### src/common/tmr2_pkg.sv
package tmr2_pkg;

  localparam int ADDR_W = 8;
  localparam int DATA_W = 32;
  localparam int REG_W  = 8;
  localparam int CNT_W  = 16;
  localparam int PRE_W  = 7;

  localparam logic [ADDR_W-1:0] OFS_FLAGS  = 8'h00;
  localparam logic [ADDR_W-1:0] OFS_MODE   = 8'h04;
  localparam logic [ADDR_W-1:0] OFS_CMP1   = 8'h08;
  localparam logic [ADDR_W-1:0] OFS_CMP2   = 8'h0C;
  localparam logic [ADDR_W-1:0] OFS_COUNT  = 8'h10;
  localparam logic [ADDR_W-1:0] OFS_CAP1   = 8'h14;
  localparam logic [ADDR_W-1:0] OFS_CAP2   = 8'h18;
  localparam logic [ADDR_W-1:0] OFS_MASK   = 8'h1C;
  localparam logic [ADDR_W-1:0] OFS_SELECT = 8'h20;

  localparam int BIT_CAP2   = 7;
  localparam int BIT_CAP1   = 6;
  localparam int BIT_CAPIE  = 5;
  localparam int BIT_MAT2   = 4;
  localparam int BIT_MAT1   = 3;
  localparam int BIT_MATIE  = 2;
  localparam int BIT_WRAP   = 1;
  localparam int BIT_WRAPIE = 0;

  localparam int BIT_PORT_READ_SOURCE  = 7;
  localparam int BIT_CAPEDGE = 6;
  localparam int BIT_EVEDGE  = 5;
  localparam int PS_LSB      = 2;
  localparam int PS_W        = 3;
  localparam int MC_LSB      = 0;
  localparam int MC_W        = 2;

  localparam logic [REG_W-1:0] FLAG_BITS   = 8'hDA;
  localparam logic [REG_W-1:0] FLAGS_RST   = 8'h00;
  localparam logic [REG_W-1:0] MODE_RST    = 8'h00;
  localparam logic [REG_W-1:0] MASK_RST    = 8'hFF;
  localparam logic [CNT_W-1:0] CMP_RST     = 16'hFFFF;
  localparam logic [CNT_W-1:0] CNT_MAX     = 16'hFFFF;
  localparam logic [CNT_W-1:0] CNT_ZERO    = 16'h0000;
  localparam logic [CNT_W-1:0] CNT_ONE     = 16'h0001;
  localparam logic [PRE_W-1:0] PRE_ONE     = 7'h01;
  localparam logic [PRE_W-1:0] PRE_ZERO    = 7'h00;

  localparam int PIN_CAP1 = 0;
  localparam int PIN_CAP2 = 1;
  localparam int PIN_EVT  = 2;
  localparam int PIN_N    = 3;

  typedef enum logic [1:0] {
    MODE_SOFT   = 2'b00,
    MODE_PWM    = 2'b01,
    MODE_CAPCMP = 2'b10,
    MODE_EVENT  = 2'b11
  } tmr2_mode_t;

endpackage

### src/design/tmr2_ctrl.sv
// The implementer's own choices: the address map and the APB interface to the registers.
module tmr2_ctrl
(
  input  wire logic                       clk,
  input  wire logic                       nrst,
  input  wire logic                       psel,
  input  wire logic                       penable,
  input  wire logic                       pwrite,
  input  wire logic [tmr2_pkg::ADDR_W-1:0] paddr,
  input  wire logic [tmr2_pkg::DATA_W-1:0] pwdata,
  output logic      [tmr2_pkg::DATA_W-1:0] prdata,
  output logic                            pready,
  output logic                            pslverr,
  input  wire logic                       capturePinFirst,
  input  wire logic                       capturePinSecond,
  input  wire logic                       eventClockPin,
  output logic                            waveformOutPin,
  output logic                            portReadSource,
  output logic                            irq
);
  import tmr2_pkg::*;

  logic [PIN_N-1:0]  pinSync1_q;
  logic [PIN_N-1:0]  pinSync2_q;
  logic [PIN_N-1:0]  pinSync3_q;
  logic [PIN_N-1:0]  pinRise;
  logic [PIN_N-1:0]  pinFall;
  logic [REG_W-1:0]  flags_q;
  logic [REG_W-1:0]  flags_d;
  logic [REG_W-1:0]  modeReg_q;
  logic [REG_W-1:0]  modeReg_d;
  logic [REG_W-1:0]  mask_q;
  logic [REG_W-1:0]  mask_d;
  logic [CNT_W-1:0]  cmp1_q;
  logic [CNT_W-1:0]  cmp1_d;
  logic [CNT_W-1:0]  cmp2_q;
  logic [CNT_W-1:0]  cmp2_d;
  logic [CNT_W-1:0]  count_q;
  logic [CNT_W-1:0]  count_d;
  logic [CNT_W-1:0]  cap1_q;
  logic [CNT_W-1:0]  cap1_d;
  logic [CNT_W-1:0]  cap2_q;
  logic [CNT_W-1:0]  cap2_d;
  logic [PRE_W-1:0]  preCnt_q;
  logic [PRE_W-1:0]  preCnt_d;
  logic              activeSecond_q;
  logic              activeSecond_d;
  logic              wave_q;
  logic              wave_d;
  logic              irq_q;
  logic              irq_d;
  logic              pready_q;
  logic              pready_d;
  logic              pslverr_q;
  logic              pslverr_d;
  logic [DATA_W-1:0] prdata_q;
  logic [DATA_W-1:0] prdata_d;

  logic              wrEn;
  logic              tick;
  logic              preTick;
  logic              wrapNow;
  logic              matchNow;
  logic              capEdge1;
  logic              capEdge2;
  logic              eventEdge;
  logic [CNT_W-1:0]  countInc;
  logic [CNT_W-1:0]  activeCmp;
  logic [REG_W-1:0]  setMask;
  logic [REG_W-1:0]  clrMask;
  logic [REG_W-1:0]  gatedFlags;
  logic [PRE_W-1:0]  divMask;
  tmr2_mode_t        mode;

  // Decodes whether a bus address hits a register.
  function automatic logic isMapped(input logic [ADDR_W-1:0] a);
    isMapped = (a == OFS_FLAGS) || (a == OFS_MODE) || (a == OFS_CMP1) ||
               (a == OFS_CMP2) || (a == OFS_COUNT) || (a == OFS_CAP1) ||
               (a == OFS_CAP2) || (a == OFS_MASK) || (a == OFS_SELECT);
  endfunction

  // Builds the low-bit mask whose all-ones state marks a divided tick.
  function automatic logic [PRE_W-1:0] prescaleMask(input logic [PS_W-1:0] ps);
    prescaleMask = PRE_W'((PRE_ONE << ps) - PRE_ONE);
  endfunction

  // Selects the edge polarity of a synchronised pin.
  function automatic logic pickEdge(input logic rise, input logic fall, input logic sel);
    pickEdge = sel ? rise : fall;
  endfunction

  // Pins pass two flip-flops; the third stage only feeds edge detection.
  genvar gi;
  generate
    for (gi = 0; gi < PIN_N; gi++)
    begin : gSync
      always_ff @(posedge clk or negedge nrst)
      begin
        if (!nrst)
        begin
          pinSync1_q[gi] <= 1'b0;
          pinSync2_q[gi] <= 1'b0;
          pinSync3_q[gi] <= 1'b0;
        end
        else
        begin
          pinSync1_q[gi] <= (gi == PIN_CAP1) ? capturePinFirst :
                            (gi == PIN_CAP2) ? capturePinSecond : eventClockPin;
          pinSync2_q[gi] <= pinSync1_q[gi];
          pinSync3_q[gi] <= pinSync2_q[gi];
        end
      end
      assign pinRise[gi] = pinSync2_q[gi] & ~pinSync3_q[gi];
      assign pinFall[gi] = ~pinSync2_q[gi] & pinSync3_q[gi];
    end
  endgenerate

  always_comb
  begin
    mode      = tmr2_mode_t'(modeReg_q[MC_LSB +: MC_W]);
    wrEn      = psel && penable && pready_q && pwrite;
    capEdge1  = pickEdge(pinRise[PIN_CAP1], pinFall[PIN_CAP1], modeReg_q[BIT_CAPEDGE]);
    capEdge2  = pickEdge(pinRise[PIN_CAP2], pinFall[PIN_CAP2], modeReg_q[BIT_CAPEDGE]);
    eventEdge = pickEdge(pinRise[PIN_EVT], pinFall[PIN_EVT], modeReg_q[BIT_EVEDGE]);
    divMask   = prescaleMask(modeReg_q[PS_LSB +: PS_W]);
    preTick   = (preCnt_q & divMask) == divMask;
    preCnt_d  = preCnt_q + PRE_ONE;
    tick      = 1'b0;
    unique case (mode)
      MODE_SOFT:   tick = preTick;
      MODE_PWM:    tick = preTick;
      MODE_CAPCMP: tick = preTick;
      MODE_EVENT:  tick = eventEdge;
    endcase
    countInc  = count_q + CNT_ONE;
    activeCmp = activeSecond_q ? cmp2_q : cmp1_q;
    wrapNow   = tick && (count_q == CNT_MAX);
    matchNow  = tick && (countInc == activeCmp);
  end

  always_comb
  begin
    setMask = FLAGS_RST;
    setMask[BIT_CAP2] = (mode == MODE_CAPCMP) && capEdge2;
    setMask[BIT_CAP1] = (mode == MODE_CAPCMP) && capEdge1;
    setMask[BIT_MAT2] = matchNow && activeSecond_q;
    setMask[BIT_MAT1] = matchNow && !activeSecond_q;
    setMask[BIT_WRAP] = wrapNow;
    clrMask = (wrEn && paddr == OFS_FLAGS) ? (pwdata[REG_W-1:0] & FLAG_BITS) : FLAGS_RST;
    flags_d = (flags_q & ~clrMask) | setMask;
    if (wrEn && paddr == OFS_FLAGS)
    begin
      flags_d = (flags_d & FLAG_BITS) | (pwdata[REG_W-1:0] & ~FLAG_BITS);
    end
    modeReg_d      = (wrEn && paddr == OFS_MODE) ? pwdata[REG_W-1:0] : modeReg_q;
    mask_d         = (wrEn && paddr == OFS_MASK) ? pwdata[REG_W-1:0] : mask_q;
    cmp1_d         = (wrEn && paddr == OFS_CMP1) ? pwdata[CNT_W-1:0] : cmp1_q;
    cmp2_d         = (wrEn && paddr == OFS_CMP2) ? pwdata[CNT_W-1:0] : cmp2_q;
    activeSecond_d = (wrEn && paddr == OFS_SELECT) ? pwdata[0] : activeSecond_q;
    count_d        = tick ? countInc : count_q;
    if (wrEn && paddr == OFS_COUNT)
    begin
      count_d = pwdata[CNT_W-1:0];
    end
    cap1_d = setMask[BIT_CAP1] ? count_q : cap1_q;
    cap2_d = setMask[BIT_CAP2] ? count_q : cap2_q;
    wave_d = 1'b0;
    unique case (mode)
      MODE_SOFT:   wave_d = 1'b0;
      MODE_PWM:    wave_d = wrapNow ? 1'b1 : (matchNow ? 1'b0 : wave_q);
      MODE_CAPCMP: wave_d = matchNow ? !wave_q : wave_q;
      MODE_EVENT:  wave_d = 1'b0;
    endcase
  end

  always_comb
  begin
    gatedFlags = FLAGS_RST;
    gatedFlags[BIT_CAP2] = flags_q[BIT_CAP2] && flags_q[BIT_CAPIE];
    gatedFlags[BIT_CAP1] = flags_q[BIT_CAP1] && flags_q[BIT_CAPIE];
    gatedFlags[BIT_MAT2] = flags_q[BIT_MAT2] && flags_q[BIT_MATIE];
    gatedFlags[BIT_MAT1] = flags_q[BIT_MAT1] && flags_q[BIT_MATIE];
    gatedFlags[BIT_WRAP] = flags_q[BIT_WRAP] && flags_q[BIT_WRAPIE];
    irq_d = |(gatedFlags & mask_q);
  end

  always_comb
  begin
    pready_d  = psel && penable && !pready_q;
    pslverr_d = pready_d && !isMapped(paddr);
    prdata_d  = prdata_q;
    if (pready_d)
    begin
      prdata_d = '0;
      if (paddr == OFS_FLAGS)
      begin
        prdata_d[REG_W-1:0] = flags_q;
      end
      else if (paddr == OFS_MODE)
      begin
        prdata_d[REG_W-1:0] = modeReg_q;
      end
      else if (paddr == OFS_CMP1)
      begin
        prdata_d[CNT_W-1:0] = cmp1_q;
      end
      else if (paddr == OFS_CMP2)
      begin
        prdata_d[CNT_W-1:0] = cmp2_q;
      end
      else if (paddr == OFS_COUNT)
      begin
        prdata_d[CNT_W-1:0] = count_q;
      end
      else if (paddr == OFS_CAP1)
      begin
        prdata_d[CNT_W-1:0] = cap1_q;
      end
      else if (paddr == OFS_CAP2)
      begin
        prdata_d[CNT_W-1:0] = cap2_q;
      end
      else if (paddr == OFS_MASK)
      begin
        prdata_d[REG_W-1:0] = mask_q;
      end
      else if (paddr == OFS_SELECT)
      begin
        prdata_d[0] = activeSecond_q;
      end
    end
  end

  always_ff @(posedge clk or negedge nrst)
  begin
    if (!nrst)
    begin
      flags_q        <= FLAGS_RST;
      modeReg_q      <= MODE_RST;
      mask_q         <= MASK_RST;
      cmp1_q         <= CMP_RST;
      cmp2_q         <= CMP_RST;
      count_q        <= CNT_ZERO;
      cap1_q         <= CNT_ZERO;
      cap2_q         <= CNT_ZERO;
      preCnt_q       <= PRE_ZERO;
      activeSecond_q <= 1'b0;
      wave_q         <= 1'b0;
      irq_q          <= 1'b0;
      pready_q       <= 1'b0;
      pslverr_q      <= 1'b0;
      prdata_q       <= '0;
    end
    else
    begin
      flags_q        <= flags_d;
      modeReg_q      <= modeReg_d;
      mask_q         <= mask_d;
      cmp1_q         <= cmp1_d;
      cmp2_q         <= cmp2_d;
      count_q        <= count_d;
      cap1_q         <= cap1_d;
      cap2_q         <= cap2_d;
      preCnt_q       <= preCnt_d;
      activeSecond_q <= activeSecond_d;
      wave_q         <= wave_d;
      irq_q          <= irq_d;
      pready_q       <= pready_d;
      pslverr_q      <= pslverr_d;
      prdata_q       <= prdata_d;
    end
  end

  assign prdata         = prdata_q;
  assign pready         = pready_q;
  assign pslverr        = pslverr_q;
  assign waveformOutPin = wave_q;
  assign portReadSource = modeReg_q[BIT_PORT_READ_SOURCE];
  assign irq            = irq_q;

  a_cap2_flag_set: assert property (@(posedge clk) disable iff (!nrst)
    (mode == MODE_CAPCMP) && pinSync2_q[PIN_CAP2] != pinSync3_q[PIN_CAP2] &&
    pinSync2_q[PIN_CAP2] == modeReg_q[BIT_CAPEDGE] |=> flags_q[BIT_CAP2])
    else $error("Second capture flag not set after capture edge.");

  a_cap1_flag_set: assert property (@(posedge clk) disable iff (!nrst)
    (mode == MODE_CAPCMP) && pinSync2_q[PIN_CAP1] != pinSync3_q[PIN_CAP1] &&
    pinSync2_q[PIN_CAP1] == modeReg_q[BIT_CAPEDGE] |=> flags_q[BIT_CAP1])
    else $error("First capture flag not set after capture edge.");

  a_cap_flag_sticky: assert property (@(posedge clk) disable iff (!nrst)
    flags_q[BIT_CAP2] && !(wrEn && paddr == OFS_FLAGS && pwdata[BIT_CAP2])
    |=> flags_q[BIT_CAP2])
    else $error("Second capture flag dropped without a clear.");

  a_cap_irq_gate: assert property (@(posedge clk) disable iff (!nrst)
    !flags_q[BIT_CAPIE] && !flags_q[BIT_MAT1] && !flags_q[BIT_MAT2] &&
    !flags_q[BIT_WRAP] |=> !irq_q)
    else $error("Interrupt raised with capture interrupts disabled.");

  a_match2_flag: assert property (@(posedge clk) disable iff (!nrst)
    tick && activeSecond_q && (count_q + CNT_ONE == cmp2_q) |=> flags_q[BIT_MAT2])
    else $error("Second match flag not set on match.");

  a_match1_flag: assert property (@(posedge clk) disable iff (!nrst)
    tick && !activeSecond_q && (count_q + CNT_ONE == cmp1_q) && !(wrEn && paddr == OFS_COUNT)
    |=> flags_q[BIT_MAT1] && count_q == cmp1_q)
    else $error("First match flag not set on match.");

  a_match_irq_on: assert property (@(posedge clk) disable iff (!nrst)
    flags_q[BIT_MAT1] && flags_q[BIT_MATIE] && mask_q[BIT_MAT1] |=> irq_q)
    else $error("Comparison interrupt missing.");

  a_wrap_flag: assert property (@(posedge clk) disable iff (!nrst)
    tick && count_q == CNT_MAX && !(wrEn && paddr == OFS_COUNT)
    |=> flags_q[BIT_WRAP] && count_q == CNT_ZERO)
    else $error("Wrap flag not set on counter wrap.");

  a_wrap_irq_on: assert property (@(posedge clk) disable iff (!nrst)
    flags_q[BIT_WRAP] && flags_q[BIT_WRAPIE] && mask_q[BIT_WRAP] |=> irq_q)
    else $error("Overflow interrupt missing.");

  a_port_read_src: assert property (@(posedge clk) disable iff (!nrst)
    wrEn && paddr == OFS_MODE |=> portReadSource == $past(pwdata[BIT_PORT_READ_SOURCE]))
    else $error("Port read source not updated by write.");

  a_prescale_half: assert property (@(posedge clk) disable iff (!nrst)
    mode != MODE_EVENT && modeReg_q[PS_LSB +: PS_W] == 3'h1 && !wrEn
    |-> tick == preCnt_q[0])
    else $error("Divide-by-two tick at the wrong phase.");

  a_cap1_flag_sticky: assert property (@(posedge clk) disable iff (!nrst)
    flags_q[BIT_CAP1] && !(wrEn && paddr == OFS_FLAGS && pwdata[BIT_CAP1])
    |=> flags_q[BIT_CAP1])
    else $error("First capture flag dropped without a clear.");

  a_cap_irq_on: assert property (@(posedge clk) disable iff (!nrst)
    flags_q[BIT_CAP2] && flags_q[BIT_CAPIE] && mask_q[BIT_CAP2] |=> irq_q)
    else $error("Capture interrupt missing.");

  a_match_irq_gate: assert property (@(posedge clk) disable iff (!nrst)
    !flags_q[BIT_MATIE] && !flags_q[BIT_CAPIE] && !flags_q[BIT_WRAPIE] |=> !irq_q)
    else $error("Interrupt raised with all interrupt enables clear.");
endmodule

### config.mk
export PLATFORM = sky130hd
export DESIGN_NAME = tmr2_ctrl
export DESIGN_NICKNAME = d
export VERILOG_FILES = /design/src/common/tmr2_pkg.sv /design/src/design/tmr2_ctrl.sv
export SDC_FILE = /design/constraint.sdc
export NUM_CORES = 1
export LEC_CHECK = 0
export BUFFER_PORTS_ARGS = -buffer_cell sky130_fd_sc_hd__buf_2
export CAP_MARGIN = 10
export CORE_MARGIN = 1
export CORE_UTILIZATION = 53
export DETAILED_ROUTE_END_ITERATION = 8
export PLACE_DENSITY_LB_ADDON = 0.08
export REMOVE_ABC_BUFFERS = 1
export SYNTH_ARGS = -nofsm -noshare
export SYNTH_HDL_FRONTEND = slang
export SYNTH_SLANG_ARGS = --single-unit
### constraint.sdc
create_clock -name clk -period 2.27 [get_ports clk]
set_input_delay 0.5675 -clock clk [delete_from_list [all_inputs] [get_ports clk]]
set_output_delay 0.5675 -clock clk [all_outputs]
set_load 0.1 [all_outputs]
# == After elaboration in Yosys (flattened, before gate mapping) ==
# Cells that the tools add are included.
# op_classes
n_eq_ne,16
bitwise_logic,18
mul,0
reduce_logical,42
muxes,26
addsub,3
shift,1
n_div,0
magnitude_cmp,0
# op_table
op,count
2-to-1 mux 16 bit,7
2-to-1 mux 8 bit,8
"== test 8 x 5 -> 1 bit, second input constant",4
logical AND 1 bit,23
"adder 16 x 1 -> 16 bit, second input constant",1
bitwise AND 8 bit,2
== test 16 bit,1
"== test 16 bit, second input constant",1
"== test 8 x 4 -> 1 bit, second input constant",2
"== test 8 x 3 -> 1 bit, second input constant",1
"== test 8 x 6 -> 1 bit, second input constant",1
zero test 8 bit,1
logical OR 1 bit,8
2-to-1 mux 1 bit,8
inverter 8 bit,1
OR 8 x 6 -> 8 bit,1
OR 8 bit,1
OR reduction 8 bit,1
"adder 7 x 1 -> 7 bit, second input constant",1
bitwise AND 7 bit,1
== test 7 bit,1
2-to-1 mux 7 bit,1
"<< shifter 1 x 3 -> 7 bit, first input constant",1
"subtractor 7 x 1 -> 7 bit, second input constant",1
14 further kinds,28
# totals
output_inout_bits,37
latchBits,0
mem_bits_ro,0
ramBits,0
elab_cells,130
mem_count,0
input_bits,48
ff_bits,141

# == Depth between registers and ports, before layout ==
# Gate-level depths: netlist of run 1.
# logic_depth
word_depth,11
depth_mapped,10
mapped_depth_nobuf,9

# == Worst setup path before layout of run 1 ==
# OpenSTA, ideal clock, no wires.
# synth_path
kind,reg2reg
start,reg count_q[1]
end,"reg wave_q, in the netlist waveformOutPin"
setup_ns,0.071
required_ns,2.199
arrival_time_ns,2.438
period_less_slack_ns,2.510
slack_ns,-0.240
stages_incl_launch_ff,10
cell_sequence,dfrtp_1 > ha_1 > and4_1 > nand4_1 > o211ai_1 > o211ai_1 > o31a_1 > or4_4 > or3b_1 > nand3_1
# synth_between
elab_chain_cells,5
# synth_rtl
item,line_no,rtl
from (decl),tmr2_ctrl.sv:38,logic [CNT_W-1:0] count_q;
from (signal assigned),tmr2_ctrl.sv:261,count_q <= count_d;
adder 16 x 1 -> 16 bit,tmr2_ctrl.sv:135,countInc = count_q + CNT_ONE;
== test 16 bit,tmr2_ctrl.sv:138,matchNow = tick && (countInc == activeCmp);
logical AND 1 bit,tmr2_ctrl.sv:138,
inequality test 3 bit (no source line) / inequality test 2 bit (equally long branches),n/a,
AND reduction 2 bit (no source line),n/a,
to (signal assigned),tmr2_ctrl.sv:266,wave_q <= wave_d;
to (decl),tmr2_ctrl.sv:48,logic wave_q;
# Parallel ways exist; a longest one is shown, timed or not.
# A chain may end at the register's enable or synchronous reset.

# == Worst setup path in the final report of run 1 ==
# layout_path
start,reg activeSecond_q
end,"reg wave_q, in the netlist waveformOutPin"
# layout_between
elab_chain_cells,5
# layout_rtl
item,line_no,rtl
from (decl),tmr2_ctrl.sv:46,logic activeSecond_q;
from (signal assigned),tmr2_ctrl.sv:265,activeSecond_q <= activeSecond_d;
2-to-1 mux 16 bit *,tmr2_ctrl.sv:136,activeCmp = activeSecond_q ? cmp2_q : cmp1_q;
== test 16 bit *,tmr2_ctrl.sv:138,
logical AND 1 bit *,tmr2_ctrl.sv:138,
inequality test 3 bit (no source line) / inequality test 2 bit (equally long branches),n/a,
AND reduction 2 bit (no source line) *,n/a,
# Every way passes the cells marked *; elsewhere a longest branch is shown, timed or not.

==> results of run 1 <==
==> repair_timing <==
item | in CTS | in global routing
pin swaps | 7 | 12
gates resized for setup | 9 | 8
setup buffers | 17 | 4
gates cloned | 0 | 0
setup endpoints to repair | 3 | 4
==> report_power, final <==
part	leakage [nW]	internal, mW	total, mW	switching, mW
logic	2.13	0.299	0.797	0.498
registers	1.74	2.59	2.66	0.0641
clock network	0.269	1.64	2.64	1.00
==> cell usage after synthesis, types with 3 or more instances <==
library cell  number
a21o_1             8
a21oi_1           26
a222oi_1          15
a22o_1             7
a22oi_1           13
and2_1             4
and3_1             6
buf_2              7
buf_4             22
clkbuf_1          17
dfrtp_1          101
dfstp_2           40
inv_1              5
mux2_2            85
mux2i_1           17
mux4_2             7
nand2_1           60
nand2b_1           5
nand3_1           12
nand4_1            7
nor2_1            35
nor2b_1            3
nor3_1            11
o211ai_1           6
o21ai_0           15
o22ai_1            3
xnor2_1           25
xor2_1            20
==> stage by stage <==
| stage | hold WS [ps] | util [%] | area (um^2) |
|---|---|---|---|
| after detailed placement | 336.3 | 62.97 | 8108 |
| after floorplan | 271.9 | - | 6868 |
| after global routing | 142.0 | 68.80 | 8859 |
| after CTS | 120.5 | 68.54 | 8825 |
| final | 110.6 | 68.80 | 8859 |
| after global placement | 332.9 | 62.97 | 8108 |
==> cells by family (layout without fill, tap and decap cells) <==
group                    Yosys count  after routing
AO/OA/AOI/OAI                    103            103
XOR/XNOR                          45             45
adder cells (fa/ha/maj)            3              3
buffers and inverters             56            193
flip-flops                       141            141
multiplexers                     109            109
other                              1             16
AND/OR/NAND/NOR                  156            156
==> worst max-delay path, stage by stage, from the launching register on <==
cell and delay [ps]:
dfrtp_1 370, buf_12 170, buf_4 150, mux2i_1 260, xnor2_1 110, nor4_2 300, o2111ai_1 150, or4_4 550
or3b_1 360, nand3_1 90
==> cell usage in the layout, fill, tap and decap left out, drive strengths merged, types with 7 or more instances in the layout <==
cell / count
buf: 156
dfrtp: 101
mux2: 85
nand2: 60
dfstp: 40
nor2: 35
a21oi: 26
xnor2: 25
clkbuf: 25
xor2: 20
mux2i: 17
conb: 16
a222oi: 15
o21ai: 15
a22oi: 13
nand3: 13
nor3: 11
a21o: 8
nand4: 7
a22o: 7
mux4: 7
==> routing by layer <==
metal | global-route usage, % | routed length [um]
met4 | 10.66 | 383
met5 | 0 | 0
met1 | 38.82 | 8311
met3 | 5.862 | 1149
met2 | 45.26 | 8835
==> how the worst min path moves through the flow <==
stage	from	end	slack, ps	depth (start not counted)
floorplan	nrst	activeSecond_q	270	0
global placement	pinSync1_q[2]	pinSync2_q[2]	330	0
detailed placement	pinSync1_q[2]	pinSync2_q[2]	340	0
CTS	nrst	cap2_q[1]	120	1
global route	nrst	cap2_q[1]	140	1
finish	nrst	cap2_q[1]	110	1
==> state kept, by name, summed over array words and instances (netlist names), 3 cells and up <==
register and count:
cmp2_q 16, pinSync2_q 3, cmp1_q 16, cap2_q 16
cap1_q 16, prdata 16, count_q 16, pinSync3_q 3
modeReg_q 8, pinSync1_q 3, flags_q 8, preCnt_q 7
mask_q 8
==> area by class of cell <==
| class | instances | share of cell area (%) |
|---|---|---|
| multi-input cells | 432 | 37.34 |
| clock inverters | 7 | 1.031 |
| flip-flops and latches | 141 | 40.41 |
| well taps | 172 | 2.429 |
| clock buffers | 25 | 5.254 |
| inverters | 5 | 0.2119 |
| repair buffers | 156 | 13.32 |
==> metrics.txt, run 1 <==
status=complete, but fails checks; violated checks=negative setup slack; Mapped Cells=614; Layout Skew=10.89 ps; R2R Setup Slk=-300 ps; DP Worst Slack=-350.7 ps; Synth Register Bits=141; DRT Wirelength=18680 um; multiplexer area fraction after synthesis=18.05%; critical path class=reg -> reg; Remaining DRCs=0; htree depth=4; pin count of the biggest net entering global routing=55; Die X=117.9 um; Final Max Slew Viols=0; FFs w/ async S/R, synth=100.0%; placed insts=888; LEAKAGE=4.143 nW; non-filler cells, final=938; crit path DAT=2930 ps; r2r endpoint=waveformOutPin; worst endpoint required time=2630 ps; sequential-to-total area share from yosys stat=50.26%; hpwl dp=12850 um; Synth Area per Inst=11.59 um^2; mapped cell area=7119 um^2; worst reg-to-reg path cell count=9; dominant synthesized flop cell=dfrtp_1; Clock Sinks=141; Final Hold Fails=0; Starting DRT DRC Count=417; fin crit period=2567 ps; gr usage total=28.59%; grt ovf=0; Worst-Margin Slew=549.9 ps; CTS tree=built; CTS buffer count=17; Max-cap violations=0; 1st-pass router iterations=7; first-pass GRT wire length=30200 um; layout cells sized above 1=42.82%; VDD IR max=496.0 uV; row cnt=41; min setup slack post-route=-297.1 ps; post-DR wirelength/cell=19.91 um; pwr dens=688.0 nW/um^2; Cell variety after synth=52; Post-Synth Simple-Gate Area=10.83%; Clock Latency Late Sink=420 ps; main combinational cell family by area after synthesis=multiplexers; multi-input logic area=3308 um^2; Yosys Warn Count=0; CTS clk-pin slew, worst paths=60 ps; reg-to-reg startpoint=activeSecond_q; post-synth top area cell=dfrtp_1; power after layout=6.095 mW; die height=117.9 um; Critical Path Start=activeSecond_q; critical path launch point type=register; fin crit share=113.1%; area delta synth->final=24.43%; total vias in the final route=5379; XOR/XNOR share of the synthesized area=5.536%; post-synthesis adder-cell area fraction=0.4921%; crit path to=waveformOutPin; RePlAce Congestion=0.9211; RSZ-0062 raised after global routing=yes; io pins=85; antenna violations before repair=0; kind of end point of the critical path=register; Layout fillers=994; clock root buffer=clkbuf_16; total negative slack=-562.4 ps; area of the die=13900 um^2; Fmax=0.3895 GHz; Storage cell area=3580 um^2; cts hold-fix bufs=0; Setup violations, final=3; crit-path max FO=14; Core Area=12880 um^2; initial core utilization=55.29%; number of enable flip-flop cells after synthesis=0; IO buf count=52; post-synth top area share=35.50%; Antenna Nets Post-Route=0; nets=803; main area contributors after synthesis=dfrtp_1 (36%), dfstp_2 (15%), mux2_2 (13%); Synth Area in Compound Gates=10.19%; vias in the first global route=5671; antenna fix cells=0; clock buffer depth=2; vias per cell=5.735; HP Class=in -> async; Slew HR=63.34%
Note: power is estimated with default switching activity, not from simulation.
==> run 2: changes to the inputs <==
CORE_UTILIZATION = 35   (was 53)
GPL_ROUTABILITY_DRIVEN = 1   (was not set)
==> run 2 against run 1 <==
  * The flow still finishes with violations (negative setup slack)
  * First-iteration DRC count decreased by 20%
  * Sequential share of layout area shrank 1.3 points
  * Non-clock buffer count grew 7
  * Via count is 1.1% lower
  * Highest routed layer unchanged
  * Global-route usage shrank 8.3 points
  * Register-to-register slack improved by 40 ps
  * Largest power group is now clock
  * Clock-buffer cell count down 5
  * Sequential power hardly changed
  * Critical endpoint unchanged
==> metrics.txt, run 2 (synthesis results as in run 1) <==
area of the die=20910 um^2 (was 13900 um^2); IO buf count=52 (unchanged); Final Max Slew Viols=0 (unchanged); 1st-pass router iterations=5 (was 7); antenna violations before repair=0 (unchanged); post-DR wirelength/cell=19.12 um (was 19.91 um); power after layout=6.252 mW (was 6.095 mW); non-filler cells, final=1038 (was 938); violated checks=negative setup slack (unchanged); RSZ-0062 raised after global routing=yes (unchanged); HP Class=in -> async (unchanged); clock buffer depth=2 (unchanged); CTS tree=built (unchanged); crit-path max FO=5 (was 14); Util after Layout=46.42% (was 68.80%); Core Area=19720 um^2 (was 12880 um^2); vias in the first global route=5263 (was 5671); CTS buffer count=17 (unchanged); total vias in the final route=5319 (was 5379); VDD IR max=528.3 uV (was 496.0 uV); io pins=85 (unchanged); CTS clk-pin slew, worst paths=60 ps (about the same); min setup slack post-route=-255.2 ps (was -297.1 ps); critical path class=reg -> reg (unchanged); Layout fillers=1820 (was 994); htree depth=4 (unchanged); fin crit period=2525 ps (was 2567 ps); Max-cap violations=0 (unchanged); cts hold-fix bufs=0 (unchanged); Seq pwr share=42.5% (was 43.6%); antenna fix cells=0 (unchanged); Storage cell area=3580 um^2 (unchanged); first-pass GRT wire length=30790 um (was 30200 um); LEAKAGE=4.231 nW (was 4.143 nW); row cnt=51 (was 41); kind of end point of the critical path=register (unchanged); RePlAce Congestion=0.8279 (was 0.9211); commonest non-fill, non-tap cells in the layout=dfrtp_1 (100), buf_4 (98), mux2_2 (84) (was dfrtp_1 (100), buf_4 (92), mux2_2 (85)); crit path DAT=2880 ps (was 2930 ps); critical path launch point type=register (unchanged); fin crit share=111.2% (was 113.1%); grt ovf=0 (unchanged); vias per cell=5.124 (was 5.735); gr usage total=20.27% (was 28.59%); commonest non-fill, non-tap cell in the layout=dfrtp_1 (unchanged); slowest CP cell=or4_4 (unchanged); placed insts=995 (was 888); Largest stage delay, worst path=460 ps (was 550 ps); pwr dens=683.0 nW/um^2 (was 688.0 nW/um^2); Final Hold Fails=0 (unchanged); initial core utilization=36.11% (was 55.29%); worst endpoint required time=2630 ps (about the same); total net switching power=1.663 mW (was 1.563 mW); Clock Latency Late Sink=430 ps (was 420 ps); sw frac=26.60% (was 25.65%); Clk network pwr share=45.4% (was 43.4%); Setup violations, final=4 (was 3); DRT Wirelength=19850 um (was 18680 um); status=complete, but fails checks (unchanged); multi-input logic area=3354 um^2 (was 3308 um^2); die height=144.6 um (was 117.9 um); Pint=4.589 mW (was 4.531 mW); Layout Skew=14.36 ps (was 10.89 ps); pin count of the biggest net entering global routing=45 (was 55); nets=810 (was 803); clock root buffer=clkbuf_16 (unchanged); Remaining DRCs=0 (unchanged); Cell Chain, Critical Path=buf_12 > clkbuf_16 > mux2i_1 > buf_4 > xnor2_1 > nor4_2 > o2111ai_1 > or4_4 > or3b_1 > nand3_1 (was buf_12 > buf_4 > mux2i_1 > xnor2_1 > nor4_2 > o2111ai_1 > or4_4 > or3b_1 > nand3_1); Fmax=0.3960 GHz (was 0.3895 GHz); Fin Hold WS=37.73 ps (was 110.6 ps); Comb power frac=12.1% (was 13.1%); Antenna Nets Post-Route=0 (unchanged); layout cells sized above 1=45.28% (was 42.82%); Starting DRT DRC Count=333 (was 417); Clock Sinks=141 (unchanged); Die X=144.6 um (was 117.9 um); hpwl dp=14020 um (was 12850 um); area delta synth->final=28.58% (was 24.43%)
-- run 2: what timing repair did --
action / CTS / global route
gates cloned: 0 / 1
setup buffers: 8 / 2
endpoints found under the setup margin: 3 / 4
pin swaps: 7 / 8
gates resized for setup: 10 / 13
-- run 2: final timing paths --
kind / start / endpoint / slack (ps) / depth (start not counted)
setup / recovery: activeSecond_q / waveformOutPin / -260 / 10
hold / removal: nrst / preCnt_q[2] / 40 / 1
setup reg to reg: activeSecond_q / waveformOutPin / -260 / 10
hold reg to reg: pinSync1_q[1] / pinSync2_q[1] / 350 / 0
max in group asynchronous: nrst / mask_q[7] / 1500 / 2
min in group clk: capturePinSecond / pinSync1_q[1] / 240 / 1
-- run 2: final cells by class --
class                           instances  share of cell area, %
Clock buffer                           20                  5.098
Inverter                                5                 0.2050
Clock inverter                         12                  1.476
Multi-Input combinational cell        432                  36.65
Sequential cell                       141                  39.11
Timing Repair Buffer                  163                  13.85
Tap cell                              265                  3.622
-- run 2: per-layer routing --
metal / GRT usage, % / part of all wire (%) / vias to the layer above
li1: - / - / 2484
met1: 28.77 / 49 / 2670
met2: 31.43 / 45 / 144
met3: 3.344 / 4.3 / 21
met4: 6.427 / 1.4 / 0
met5: 0 / 0 / -
-- run 2: power groups by stage --
stage                     combinational (mW)  sequential (mW)  clock [mW]
final                                  0.758             2.66        2.84
after global routing                   0.827             2.67        3.01
after CTS                              0.757             2.65        2.91
after detailed placement               0.741             2.70           0
after global placement                 0.734             2.69           0
after floorplan                        0.344             2.75           0
-- run 2: per-stage QoR --
step / instance area [um^2] / worst slack, ps / setup TNS (ps)
after floorplan: 6868 / -928.5 / -39280
after global placement: 8354 / -331.0 / -2120
after detailed placement: 8354 / -343.4 / -1478
after CTS: 9041 / -273.5 / -643.4
after global routing: 9154 / -369.9 / -1051
final: 9154 / -255.2 / -604.4
-- run 2: worst max-delay path, delay by kind of cell (launching register included) --
family / cells / cell delay (ps)
AND/OR/NAND/NOR: 4 / 1210
buffers and inverters: 3 / 430
multiplexers: 1 / 110
XOR/XNOR: 1 / 140
flip-flops: 1 / 440
AO/OA/AOI/OAI: 1 / 140
